### src/ocpc_pkg.sv
`default_nettype none
package ocpc_pkg;
    // ***********************************************
    // register map (byte addresses)
    // ***********************************************
    localparam logic [3:0] ADDR_CTRL = 4'h0;
    localparam logic [3:0] ADDR_COMPARE = 4'h4;
    localparam logic [3:0] ADDR_COUNTER = 4'h8;
    localparam logic [3:0] ADDR_TIMER_CTRL = 4'hC;
    // ***********************************************
    // compare_output_control fields
    // ***********************************************
    localparam int BIT_AUTO_ADD = 6;
    localparam int BIT_REG_SELECT = 4;
    localparam int BIT_OUT_ENABLE_A = 3;
    localparam int BIT_OUT_ENABLE_B = 2;
    localparam int BIT_LEVEL_A = 1;
    localparam int BIT_LEVEL_B = 0;
    localparam logic [7:0] CTRL_WRITE_MASK = 8'h5F;
    localparam logic [7:0] CTRL_RESET = 8'h00;
    // ***********************************************
    // timer_control_status fields
    // ***********************************************
    localparam int BIT_CLEAR_ON_MATCH_A = 0;
    // ***********************************************
    // reset values and bus answers
    // ***********************************************
    localparam logic [15:0] COMPARE_RESET = 16'hFFFF;
    localparam logic [15:0] COUNTER_RESET = 16'h0000;
    localparam logic [1:0] RESP_OKAY = 2'h0;
    localparam logic [1:0] RESP_SLVERR = 2'h2;
endpackage : ocpc_pkg
`default_nettype wire

### src/ocpc_output_compare.sv
`timescale 1ns/1ps
`default_nettype none
module ocpc_output_compare #(
    parameter int CNT_W = 16
) (
    // clock and reset
    input wire logic ref_clk,
    input wire logic sys_rst,
    // axi4-lite write address
    input wire logic s_axi_awvalid,
    output logic s_axi_awready,
    input wire logic [3:0] s_axi_awaddr,
    // axi4-lite write data
    input wire logic s_axi_wvalid,
    output logic s_axi_wready,
    input wire logic [31:0] s_axi_wdata,
    input wire logic [3:0] s_axi_wstrb,
    // axi4-lite write response
    output logic s_axi_bvalid,
    input wire logic s_axi_bready,
    output logic [1:0] s_axi_bresp,
    // axi4-lite read
    input wire logic s_axi_arvalid,
    output logic s_axi_arready,
    input wire logic [3:0] s_axi_araddr,
    output logic s_axi_rvalid,
    input wire logic s_axi_rready,
    output logic [31:0] s_axi_rdata,
    output logic [1:0] s_axi_rresp,
    // compare pins and match pulses
    output logic compareAPin,
    output logic compareAPinOeN,
    output logic compareBPin,
    output logic compareBPinOeN,
    output logic compareMatchA,
    output logic compareMatchB
);
    // ***********************************************
    // bus slave
    // ***********************************************
    logic awHeld_q, wHeld_q, bValid_q, rValid_q;
    logic [3:0] awAddr_q, wStrb_q;
    logic [31:0] wData_q, rData_q;
    logic [1:0] bResp_q, rResp_q;
    logic [7:0] ctrl_q;
    logic clearOnMatchA_q;
    logic [CNT_W-1:0] counter_q;
    logic [CNT_W-1:0] compareValue_q [2];
    logic [1:0] cmpWrLast_q, pinLevel_q, match;

    wire doWrite = awHeld_q && wHeld_q && !bValid_q;
    wire awOk = (awAddr_q == ocpc_pkg::ADDR_CTRL) || (awAddr_q == ocpc_pkg::ADDR_COMPARE)
        || (awAddr_q == ocpc_pkg::ADDR_COUNTER) || (awAddr_q == ocpc_pkg::ADDR_TIMER_CTRL);
    wire wrCtrl = doWrite && (awAddr_q == ocpc_pkg::ADDR_CTRL) && wStrb_q[0];
    wire wrCompare = doWrite && (awAddr_q == ocpc_pkg::ADDR_COMPARE);
    wire wrCounter = doWrite && (awAddr_q == ocpc_pkg::ADDR_COUNTER);
    wire wrTimerCtrl = doWrite && (awAddr_q == ocpc_pkg::ADDR_TIMER_CTRL) && wStrb_q[0];
    wire regSelect = ctrl_q[ocpc_pkg::BIT_REG_SELECT];
    wire autoAdd = ctrl_q[ocpc_pkg::BIT_AUTO_ADD];
    wire [CNT_W-1:0] selCompare = regSelect ? compareValue_q[1] : compareValue_q[0];
    wire [CNT_W-1:0] mergedCompare = {wStrb_q[1] ? wData_q[15:8] : selCompare[15:8],
        wStrb_q[0] ? wData_q[7:0] : selCompare[7:0]};
    wire [CNT_W-1:0] mergedCounter = {wStrb_q[1] ? wData_q[15:8] : counter_q[15:8],
        wStrb_q[0] ? wData_q[7:0] : counter_q[7:0]};
    wire arOk = (s_axi_araddr == ocpc_pkg::ADDR_CTRL) || (s_axi_araddr == ocpc_pkg::ADDR_COMPARE)
        || (s_axi_araddr == ocpc_pkg::ADDR_COUNTER)
        || (s_axi_araddr == ocpc_pkg::ADDR_TIMER_CTRL);
    wire [31:0] readMux =
        (s_axi_araddr == ocpc_pkg::ADDR_CTRL) ? {24'h000000, ctrl_q} :
        (s_axi_araddr == ocpc_pkg::ADDR_COMPARE) ? {16'h0000, selCompare} :
        (s_axi_araddr == ocpc_pkg::ADDR_COUNTER) ? {16'h0000, counter_q} :
        (s_axi_araddr == ocpc_pkg::ADDR_TIMER_CTRL) ? {31'h00000000, clearOnMatchA_q} :
        32'h00000000;

    assign s_axi_awready = !awHeld_q && !bValid_q;
    assign s_axi_wready = !wHeld_q && !bValid_q;
    assign s_axi_arready = !rValid_q;
    assign s_axi_bvalid = bValid_q;
    assign s_axi_bresp = bResp_q;
    assign s_axi_rvalid = rValid_q;
    assign s_axi_rdata = rData_q;
    assign s_axi_rresp = rResp_q;

    always_ff @(posedge ref_clk)
    begin
        if (sys_rst)
        begin
            awHeld_q <= 1'b0;
            awAddr_q <= 4'h0;
        end
        else if (s_axi_awvalid && s_axi_awready)
        begin
            awHeld_q <= 1'b1;
            awAddr_q <= s_axi_awaddr;
        end
        else if (doWrite)
            awHeld_q <= 1'b0;
    end

    always_ff @(posedge ref_clk)
    begin
        if (sys_rst)
        begin
            wHeld_q <= 1'b0;
            wData_q <= 32'h00000000;
            wStrb_q <= 4'h0;
        end
        else if (s_axi_wvalid && s_axi_wready)
        begin
            wHeld_q <= 1'b1;
            wData_q <= s_axi_wdata;
            wStrb_q <= s_axi_wstrb;
        end
        else if (doWrite)
            wHeld_q <= 1'b0;
    end

    always_ff @(posedge ref_clk)
    begin
        if (sys_rst)
        begin
            bValid_q <= 1'b0;
            bResp_q <= ocpc_pkg::RESP_OKAY;
        end
        else if (doWrite)
        begin
            bValid_q <= 1'b1;
            bResp_q <= awOk ? ocpc_pkg::RESP_OKAY : ocpc_pkg::RESP_SLVERR;
        end
        else if (s_axi_bready)
            bValid_q <= 1'b0;
    end

    always_ff @(posedge ref_clk)
    begin
        if (sys_rst)
        begin
            rValid_q <= 1'b0;
            rData_q <= 32'h00000000;
            rResp_q <= ocpc_pkg::RESP_OKAY;
        end
        else if (s_axi_arvalid && s_axi_arready)
        begin
            rValid_q <= 1'b1;
            rData_q <= readMux;
            rResp_q <= arOk ? ocpc_pkg::RESP_OKAY : ocpc_pkg::RESP_SLVERR;
        end
        else if (s_axi_rready)
            rValid_q <= 1'b0;
    end

    // ***********************************************
    // control registers
    // ***********************************************
    // unused bits 7 and 5 of the control byte are masked off on write; read zero
    always_ff @(posedge ref_clk)
    begin
        if (sys_rst)
        begin
            ctrl_q <= ocpc_pkg::CTRL_RESET;
            clearOnMatchA_q <= 1'b0;
        end
        else
        begin
            if (wrCtrl)
                ctrl_q <= wData_q[7:0] & ocpc_pkg::CTRL_WRITE_MASK;
            if (wrTimerCtrl)
                clearOnMatchA_q <= wData_q[ocpc_pkg::BIT_CLEAR_ON_MATCH_A];
        end
    end

    // ***********************************************
    // free-running counter
    // ***********************************************
    // a clear beats a pending write, a write beats the increment
    always_ff @(posedge ref_clk)
    begin
        if (sys_rst)
            counter_q <= ocpc_pkg::COUNTER_RESET;
        else if (match[0] && clearOnMatchA_q)
            counter_q <= '0;
        else if (wrCounter)
            counter_q <= mergedCounter;
        else
            counter_q <= counter_q + 1'b1;
    end

    // ***********************************************
    // compare channels
    // ***********************************************
    wire [1:0] levelBit = {ctrl_q[ocpc_pkg::BIT_LEVEL_B], ctrl_q[ocpc_pkg::BIT_LEVEL_A]};
    genvar ch;
    generate
        for (ch = 0; ch < 2; ch++)
        begin : g_channel
            // channels run the same whatever the select bit holds
            wire chWrite = wrCompare && (regSelect == 1'(ch));
            // a write in the previous cycle wins over a match on the new value
            assign match[ch] = (counter_q == compareValue_q[ch]) && !cmpWrLast_q[ch];
            wire chLevel = (ch == 0 && autoAdd) ? !pinLevel_q[ch] : levelBit[ch];

            always_ff @(posedge ref_clk)
            begin
                if (sys_rst)
                begin
                    compareValue_q[ch] <= ocpc_pkg::COMPARE_RESET;
                    cmpWrLast_q[ch] <= 1'b0;
                    pinLevel_q[ch] <= 1'b0;
                end
                else
                begin
                    cmpWrLast_q[ch] <= chWrite;
                    if (chWrite)
                        compareValue_q[ch] <= mergedCompare;
                    if (match[ch])
                        pinLevel_q[ch] <= chLevel;
                end
            end
        end
    endgenerate

    assign compareAPin = pinLevel_q[0];
    assign compareBPin = pinLevel_q[1];
    assign compareAPinOeN = !ctrl_q[ocpc_pkg::BIT_OUT_ENABLE_A];
    assign compareBPinOeN = !ctrl_q[ocpc_pkg::BIT_OUT_ENABLE_B];
    assign compareMatchA = match[0];
    assign compareMatchB = match[1];
endmodule : ocpc_output_compare
`default_nettype wire

### config.mk
export PLATFORM = sky130hd
export DESIGN_NAME = ocpc_output_compare
export DESIGN_NICKNAME = d
export VERILOG_FILES = /design/src/ocpc_pkg.sv /design/src/ocpc_output_compare.sv
export SDC_FILE = /design/constraint.sdc
export NUM_CORES = 1
export LEC_CHECK = 0
export ABC_CLOCK_PERIOD_IN_PS = 2810
export BUFFER_PORTS_ARGS = -buffer_cell sky130_fd_sc_hd__buf_2
export CAP_MARGIN = 20
export CELL_PAD_IN_SITES_DETAIL_PLACEMENT = 1
export CELL_PAD_IN_SITES_GLOBAL_PLACEMENT = 1
export CORE_ASPECT_RATIO = 1.1
export CORE_UTILIZATION = 42
export CTS_CLUSTER_SIZE = 28
export DETAILED_ROUTE_END_ITERATION = 8
export GPL_ROUTABILITY_DRIVEN = 1
export GPL_TIMING_DRIVEN = 0
export PLACE_DENSITY_LB_ADDON = 0.1
export SLEW_MARGIN = 15
export SYNTH_ARGS = -nofsm -noshare
export SYNTH_HDL_FRONTEND = slang
export SYNTH_SLANG_ARGS = --single-unit
### constraint.sdc
create_clock -name ref_clk -period 2.81 [get_ports ref_clk]
set_input_delay 0.4215 -clock ref_clk [delete_from_list [all_inputs] [get_ports ref_clk]]
set_output_delay 0.4215 -clock ref_clk [all_outputs]
set_load 0.05 [all_outputs]
==> metrics.yaml, run 1 <==
grt_start_max_net_pins: 17
syn_to_final_growth_pct: 17.3
grt_usage_pct: 26.4
first_iter_violations: 271
ys.warnings.count: 0
port_buffers: 60
reg2reg_depth: 5
arrival_ns: 2.28
avgSynthCellArea_um2: 9.60
start_kind: "flip-flop"
vias: 4333
die_w_um: 108
cpMostUsedCell: "buf_2"
synth_top_area_share_pct: 27.4
rows: 42
wl_per_cell_um: 20.1
worst_hold_path.endpoint: "s_axi_rvalid$_SDFFE_PP0P_"
cts_max_level: 3
dp_hpwl_um: 11800
cts_tree: "done"
critical_path_required_ns: 2.39
clk_pin_slew_ns: 0.07
fin_ws_ns: 0.105
instances_no_fill: 789
vdd_drop_max_mv: 0.283
grt_pass1_wl_um: 24800
final_area_mm2: 0.00609
fin_skew_ns: 0.00660
min-delay-start: "s_axi_rready"
core_area_mm2: 0.0120
synth_edf_count: 32
hold_class: "input pin to flip-flop"
start_util_pct: 43.1
cp_cell_sequence: "buf_2, xnor2_1, nand4_1, nor3_1, and3_1, buf_2"
synthArstFlopShare_pct: 0
path_max_fanout: 9
worstSkewPairLatency_ns: 0.36
antenna_found_initial: 0
clockBufferDepth: 2
path_buf_inv: 2
holdPathStages: 2
status: "finished, final reports clean"
synth_top_area_cell: "dfxtp_1"
max_stage_delay_ns: 0.52
max_slew.worst_pin.slew_ns: 1.03
r2r_slack_ns: 0.14
numCtsBuffers: 9
yosysSeqAreaShare_pct: 45.9
place_inst: 773
drv_slew: 0
grt_setup_unrepaired: "false"
end_kind: "primary output"
diodes: 0
syn_inst: 541
ys_ff_latch: 103
cts_hold_buf: 0
finalSetupViolCount: 0
r2r-end: "compareValue_q[1][13]$_SDFFCE_PN1P_"
drive_gt1_share_pct: 22.8
cts.sinks: 103
firstDrtPassIters: 6
ys.flop_type: "dfxtp_1"
detail-route-antenna-nets: 0
place_congestion: 0.828
power_leakage_uw: 0.00220
dpl_cell_area_mm2: 0.00578
fmax_mhz: 370
grt-ovfl-total: 0
crit_slowest_cell: "nor3_1"
layout_common_cells: "nand2_1, dfxtp_1, buf_2"
synthDistinctLibCells: 53
drv_cap: 0
grt_pass1_vias: 4434
finalCritPeriodShare_pct: 96.3
power.density_mw_per_mm2: 539
cts-root-buf: "clkbuf_16"
place_ws_ns: 0.137
layout_commonest_cell: "nand2_1"
final_nets: 682
reg2reg_from: "ctrl_q[4]$_SDFFE_PP0P_"
io_pins: 98
crit_family: "simple AND/OR/NAND/NOR gates"
wirelength_um: 15800
fin_crit_ns: 2.70
relSlewSlack_pct: 30.8
drt-vias-per-instance: 5.49
finalHoldViolations: 0
critPathKind: "flip-flop to primary output"
synth_area_leaders: "dfxtp_1, edfxtp_1, nand2_1"
die_y_um: 119
drc: 0
die-area_mm2: 0.0128
syn-cell-area_mm2: 0.00519
## worst max path at each step
stage	to	slack, ns	depth (start not counted)	startpoint
after floorplan	compareValue_q[0][0]$_SDFFCE_PN1P_	0.008	4	s_axi_bvalid$_SDFFE_PP0P_
after global placement	compareValue_q[0][8]$_SDFFCE_PN1P_	-0.82	4	s_axi_bvalid$_SDFFE_PP0P_
after detailed placement	compareValue_q[0][8]$_SDFFCE_PN1P_	0.14	6	s_axi_bvalid$_SDFFE_PP0P_
after CTS	compareMatchB	0.12	6	counter_q[3]$_SDFFE_PP0P_
after global routing	compareValue_q[1][14]$_SDFFCE_PN1P_	0.01	5	ctrl_q[4]$_SDFFE_PP0P_
final	compareMatchA	0.11	6	counter_q[3]$_SDFFE_PP0P_
## kinds of logic (layout without fill, tap and decap cells)
family | after synthesis | count (layout) | synth area share, %
buffers and inverters | 66 | 143 | 7.04
AND/OR/NAND/NOR | 192 | 192 | 17.4
other | 1 | 18 | 0.0722
XOR/XNOR | 32 | 32 | 5.40
multiplexers | 48 | 48 | 9.90
flip-flops | 103 | 103 | 45.9
AO/OA/AOI/OAI | 98 | 98 | 14.1
adder cells (fa/ha/maj) | 1 | 1 | 0.241
## Yosys cell counts (all sizes together) (2+ instances only)
library cell and n:
a32o 10, or2 4, nand2b 2, clkbuf 21
a311oi 3, xnor2 11, nand3 13, xor2 21
a21oi 36, a22oi 11, a211oi 10, nand2 91
dfxtp 71, a31o 5, inv 13, buf 32
o21ai 6, and3 7, o211ai 5, and2 5
a31oi 5, mux2i 30, nand4 6, nor2b 3
nor3 8, a2111oi 4, nor4 7, edfxtp 32
mux2 17, nor2 39
## registers in the layout, summed over array words and instances, names as in the netlist, 2 cells and up
name and count:
cmpWrLast_q 2, compareValue_q 32, ctrl_q 6, wData_q 16, wStrb_q 2, s_axi_rdata 16
awAddr_q 4, counter_q 16
## per-stage QoR
stage	hold WS [ns]	utilization (%)	setup TNS (ns)	total power (µW)
after floorplan	0.445	-	0	1910
after global placement	0.441	47.8	-13.06	2020
after detailed placement	0.451	48.0	0	2030
after CTS	0.238	50.6	0	3290
after global routing	0.246	50.6	0	3390
final	0.237	50.6	0	3280
## power by group
part / internal, µW / switching [µW] / total, µW
Clock: 707 / 574 / 1280
Sequential: 1570 / 50.1 / 1620
Combinational: 119 / 269 / 388
Total: 2390 / 892 / 3280
## worst reg2reg max path: stages, from the launching register on
cell      delay, ns
dfxtp_1        0.37
clkbuf_1       0.60
nand4b_1       0.24
nor2_1         0.72
buf_2          0.38
nand2_1        0.11
## what timing repair did
action,4_1_cts,5_1_grt
setup buffers,0,0
resized for setup,1,1
endpoints found under the hold margin,0,0
pin swaps,0,0
gates cloned,0,0
endpoints found under the setup margin,1,1
## layer usage
layer	part of all wire, %	up-vias	track usage [%]
met4	2.0	0	8.39
li1	-	2067	-
met1	45	2137	35.5
met5	0	-	0
met3	4.3	20	4.25
met2	49	109	43.0
## layout make-up
| cell class | instances | area (µm²) |
|---|---|---|
| fillers | 1408 | 5940 |
| multi-input cells | 389 | 2530 |
| flip-flops and latches | 103 | 2380 |
| plain buffers | 53 | 317 |
| repair buffers | 61 | 315 |
| clock buffers | 12 | 279 |
| well taps | 154 | 193 |
| inverters | 13 | 48.8 |
| clock inverters | 4 | 23.8 |
No activity file was read; power rests on OpenSTA's default activity.
==> run 2: changes to the inputs <==
--- a/config.mk
+++ b/config.mk
@@ -11,7 +11,8 @@
 export CELL_PAD_IN_SITES_DETAIL_PLACEMENT = 1
 export CELL_PAD_IN_SITES_GLOBAL_PLACEMENT = 1
 export CORE_ASPECT_RATIO = 1.1
-export CORE_UTILIZATION = 42
+export CORE_UTILIZATION = 44
+export CTS_BUF_LIST = sky130_fd_sc_hd__clkbuf_4
 export CTS_CLUSTER_SIZE = 28
 export DETAILED_ROUTE_END_ITERATION = 8
 export GPL_ROUTABILITY_DRIVEN = 1
==> run 2 against run 1 <==
Wire length decreased by 1.6%. Largest power group unchanged. Critical path depth down 1. Maximum frequency decreased by 0.98%. Clock power shrank 25%. Worst hold slack got worse by 0.12 ns. Flip-flop and latch count stayed put. Sequential power hardly changed. Setup slack got worse by 0.027 ns. Combinational power about the same. Clock-buffer cell count is 1 lower. Critical path type unchanged.
==> metrics.yaml, run 2 (synthesis results as in run 1) <==
fmax_mhz: 366  # -0.98%
grt_start_max_net_pins: 17  # unchanged
fin_crit_ns: 2.73  # +0.0268 ns
final.setup.tns_ns: 0  # unchanged
io_pins: 98  # unchanged
clockBufferDepth: 2  # unchanged
path_max_fanout: 7  # -2
drc: 0  # unchanged
cts.sinks: 103  # unchanged
dpl_cell_area_mm2: 0.00577  # -0.15%
instances_no_fill: 786  # -0.38%
place_congestion: 0.866  # +4.6%
hold_class: "input pin to flip-flop"
syn_to_final_growth_pct: 15.1
holdWs_ns: 0.117  # -0.120 ns
first_iter_violations: 237  # -13%
die-area_mm2: 0.0122  # -4.5%
layout_common_cells: "nand2_1, dfxtp_1, buf_2"
vias: 4316  # -0.39%
power.density_mw_per_mm2: 497  # -7.8%
grt-ovfl-total: 0  # unchanged
antenna_found_initial: 1  # +1
relSlewSlack_pct: 33.1  # +2.3 points
arrival_ns: 2.31  # +0.03 ns
finalSetupViolCount: 0  # unchanged
final_area_mm2: 0.00598  # -1.9%
worstSkewPairLatency_ns: 0.47  # +0.11 ns
wirelength_um: 15600  # -1.6%
largest_reg_flops: 32  # unchanged
numCtsBuffers: 9  # unchanged
firstDrtPassIters: 5  # -1
cts_hold_buf: 0  # unchanged
cts-root-buf: "clkbuf_4"
vdd_drop_max_mv: 0.241  # -15%
port_buffers: 60  # unchanged
finalHoldViolations: 0  # unchanged
end_kind: "primary output"
die_y_um: 116  # -2.3%
drt-vias-per-instance: 5.49  # about the same
place_inst: 769  # -0.52%
core_area_mm2: 0.0115  # -4.5%
grt_setup_unrepaired: "false"
fillers: 1371  # -2.6%
detail-route-antenna-nets: 0  # unchanged
cts_max_level: 3  # unchanged
final_nets: 682  # unchanged
clk_pin_slew_ns: 0.16  # +0.09 ns
layout_commonest_cell: "nand2_1"
start_kind: "flip-flop"
drive_gt1_share_pct: 23.3  # +0.47 points
status: "finished, final reports clean"
critical_path_required_ns: 2.39  # about the same
grt_pass1_vias: 4253  # -4.1%
grt_pass1_wl_um: 23800  # -4.0%
max_slew.worst_pin.slew_ns: 0.995  # -0.0345 ns
drv_cap: 0  # unchanged
start_util_pct: 45.2  # +2.0 points
p_total_uw: 2970  # -9.6%
rows: 41  # -2.4%
power_leakage_uw: 0.00215  # -2.4%
postCtsSetupRepairBufs: 0  # unchanged
cts_tree: "done"
wl_per_cell_um: 19.8  # -1.2%
grt_usage_pct: 26.3  # -0.088 points
critPathKind: "flip-flop to primary output"
post_cts_resized: 2  # +1
drv_slew: 0  # unchanged
die_w_um: 106  # -2.3%
finalCritPeriodShare_pct: 97.2  # +0.95 points
dp_hpwl_um: 11700  # -0.80%
top_register: "compareValue_q"
fin_skew_ns: 0.0137  # +0.00712 ns
==> run 2: layout make-up <==
class | instances | area [µm²] | area share [%]
clock buffer | 11 | 82.6 | 1.38
buffer | 53 | 317 | 5.30
sequential | 103 | 2380 | 39.9
inverter | 13 | 48.8 | 0.816
antenna | 1 | 2.50 | 0.0419
multi-input combinational | 389 | 2540 | 42.6
clock inverter | 5 | 97.6 | 1.63
tap | 150 | 188 | 3.14
timing repair buffer | 61 | 314 | 5.25
==> run 2: through the flow <==
stage | setup slack [ns] | utilization [%]
2_1_floorplan | 0.00753 | -
3_3_place_gp | -0.884 | 50.0
3_5_place_dp | 0.173 | 50.2
4_1_cts | 0.00576 | 51.9
5_1_grt | 0.00691 | 52.0
6_report | 0.0785 | 52.0
==> run 2: path summary, 6_finish.rpt <==
| check | cells past startpoint | endpoint | slack, ns | start |
|---|---|---|---|---|
| max | 5 | compareMatchA | 0.08 | counter_q[6]$_SDFFE_PP0P_ |
| min | 2 | s_axi_rvalid$_SDFFE_PP0P_ | 0.12 | s_axi_rready |
| max reg2reg | 5 | compareValue_q[1][11]$_SDFFCE_PN1P_ | 0.15 | ctrl_q[4]$_SDFFE_PP0P_ |
| min reg2reg | 2 | s_axi_rdata[6]$_SDFFE_PP0P_ | 0.46 | s_axi_rdata[6]$_SDFFE_PP0P_ |
==> run 2: per-layer routing <==
metal / track usage [%] / part of all wire (%) / vias to the layer above
li1: - / - / 2062
met1: 35.5 / 46 / 2130
met2: 44.0 / 48 / 105
met3: 2.92 / 3.4 / 19
met4: 9.81 / 2.2 / 0
met5: 0 / 0 / -
==> run 2: worst max-delay path, stage by stage (launching register included) <==
cell      delay (ns)
dfxtp_1         0.33
clkbuf_2        0.20
xor2_1          0.20
nor4_1          0.52
and3_1          0.31
buf_2           0.28
==> run 2: where the power goes <==
group	leakage [µW]	internal [µW]	total, µW	switching (µW)
logic	0.00125	119	388	270
registers	0.000795	1570	1620	50.4
clock network	0.0000988	467	965	498
total	0.00215	2150	2970	818
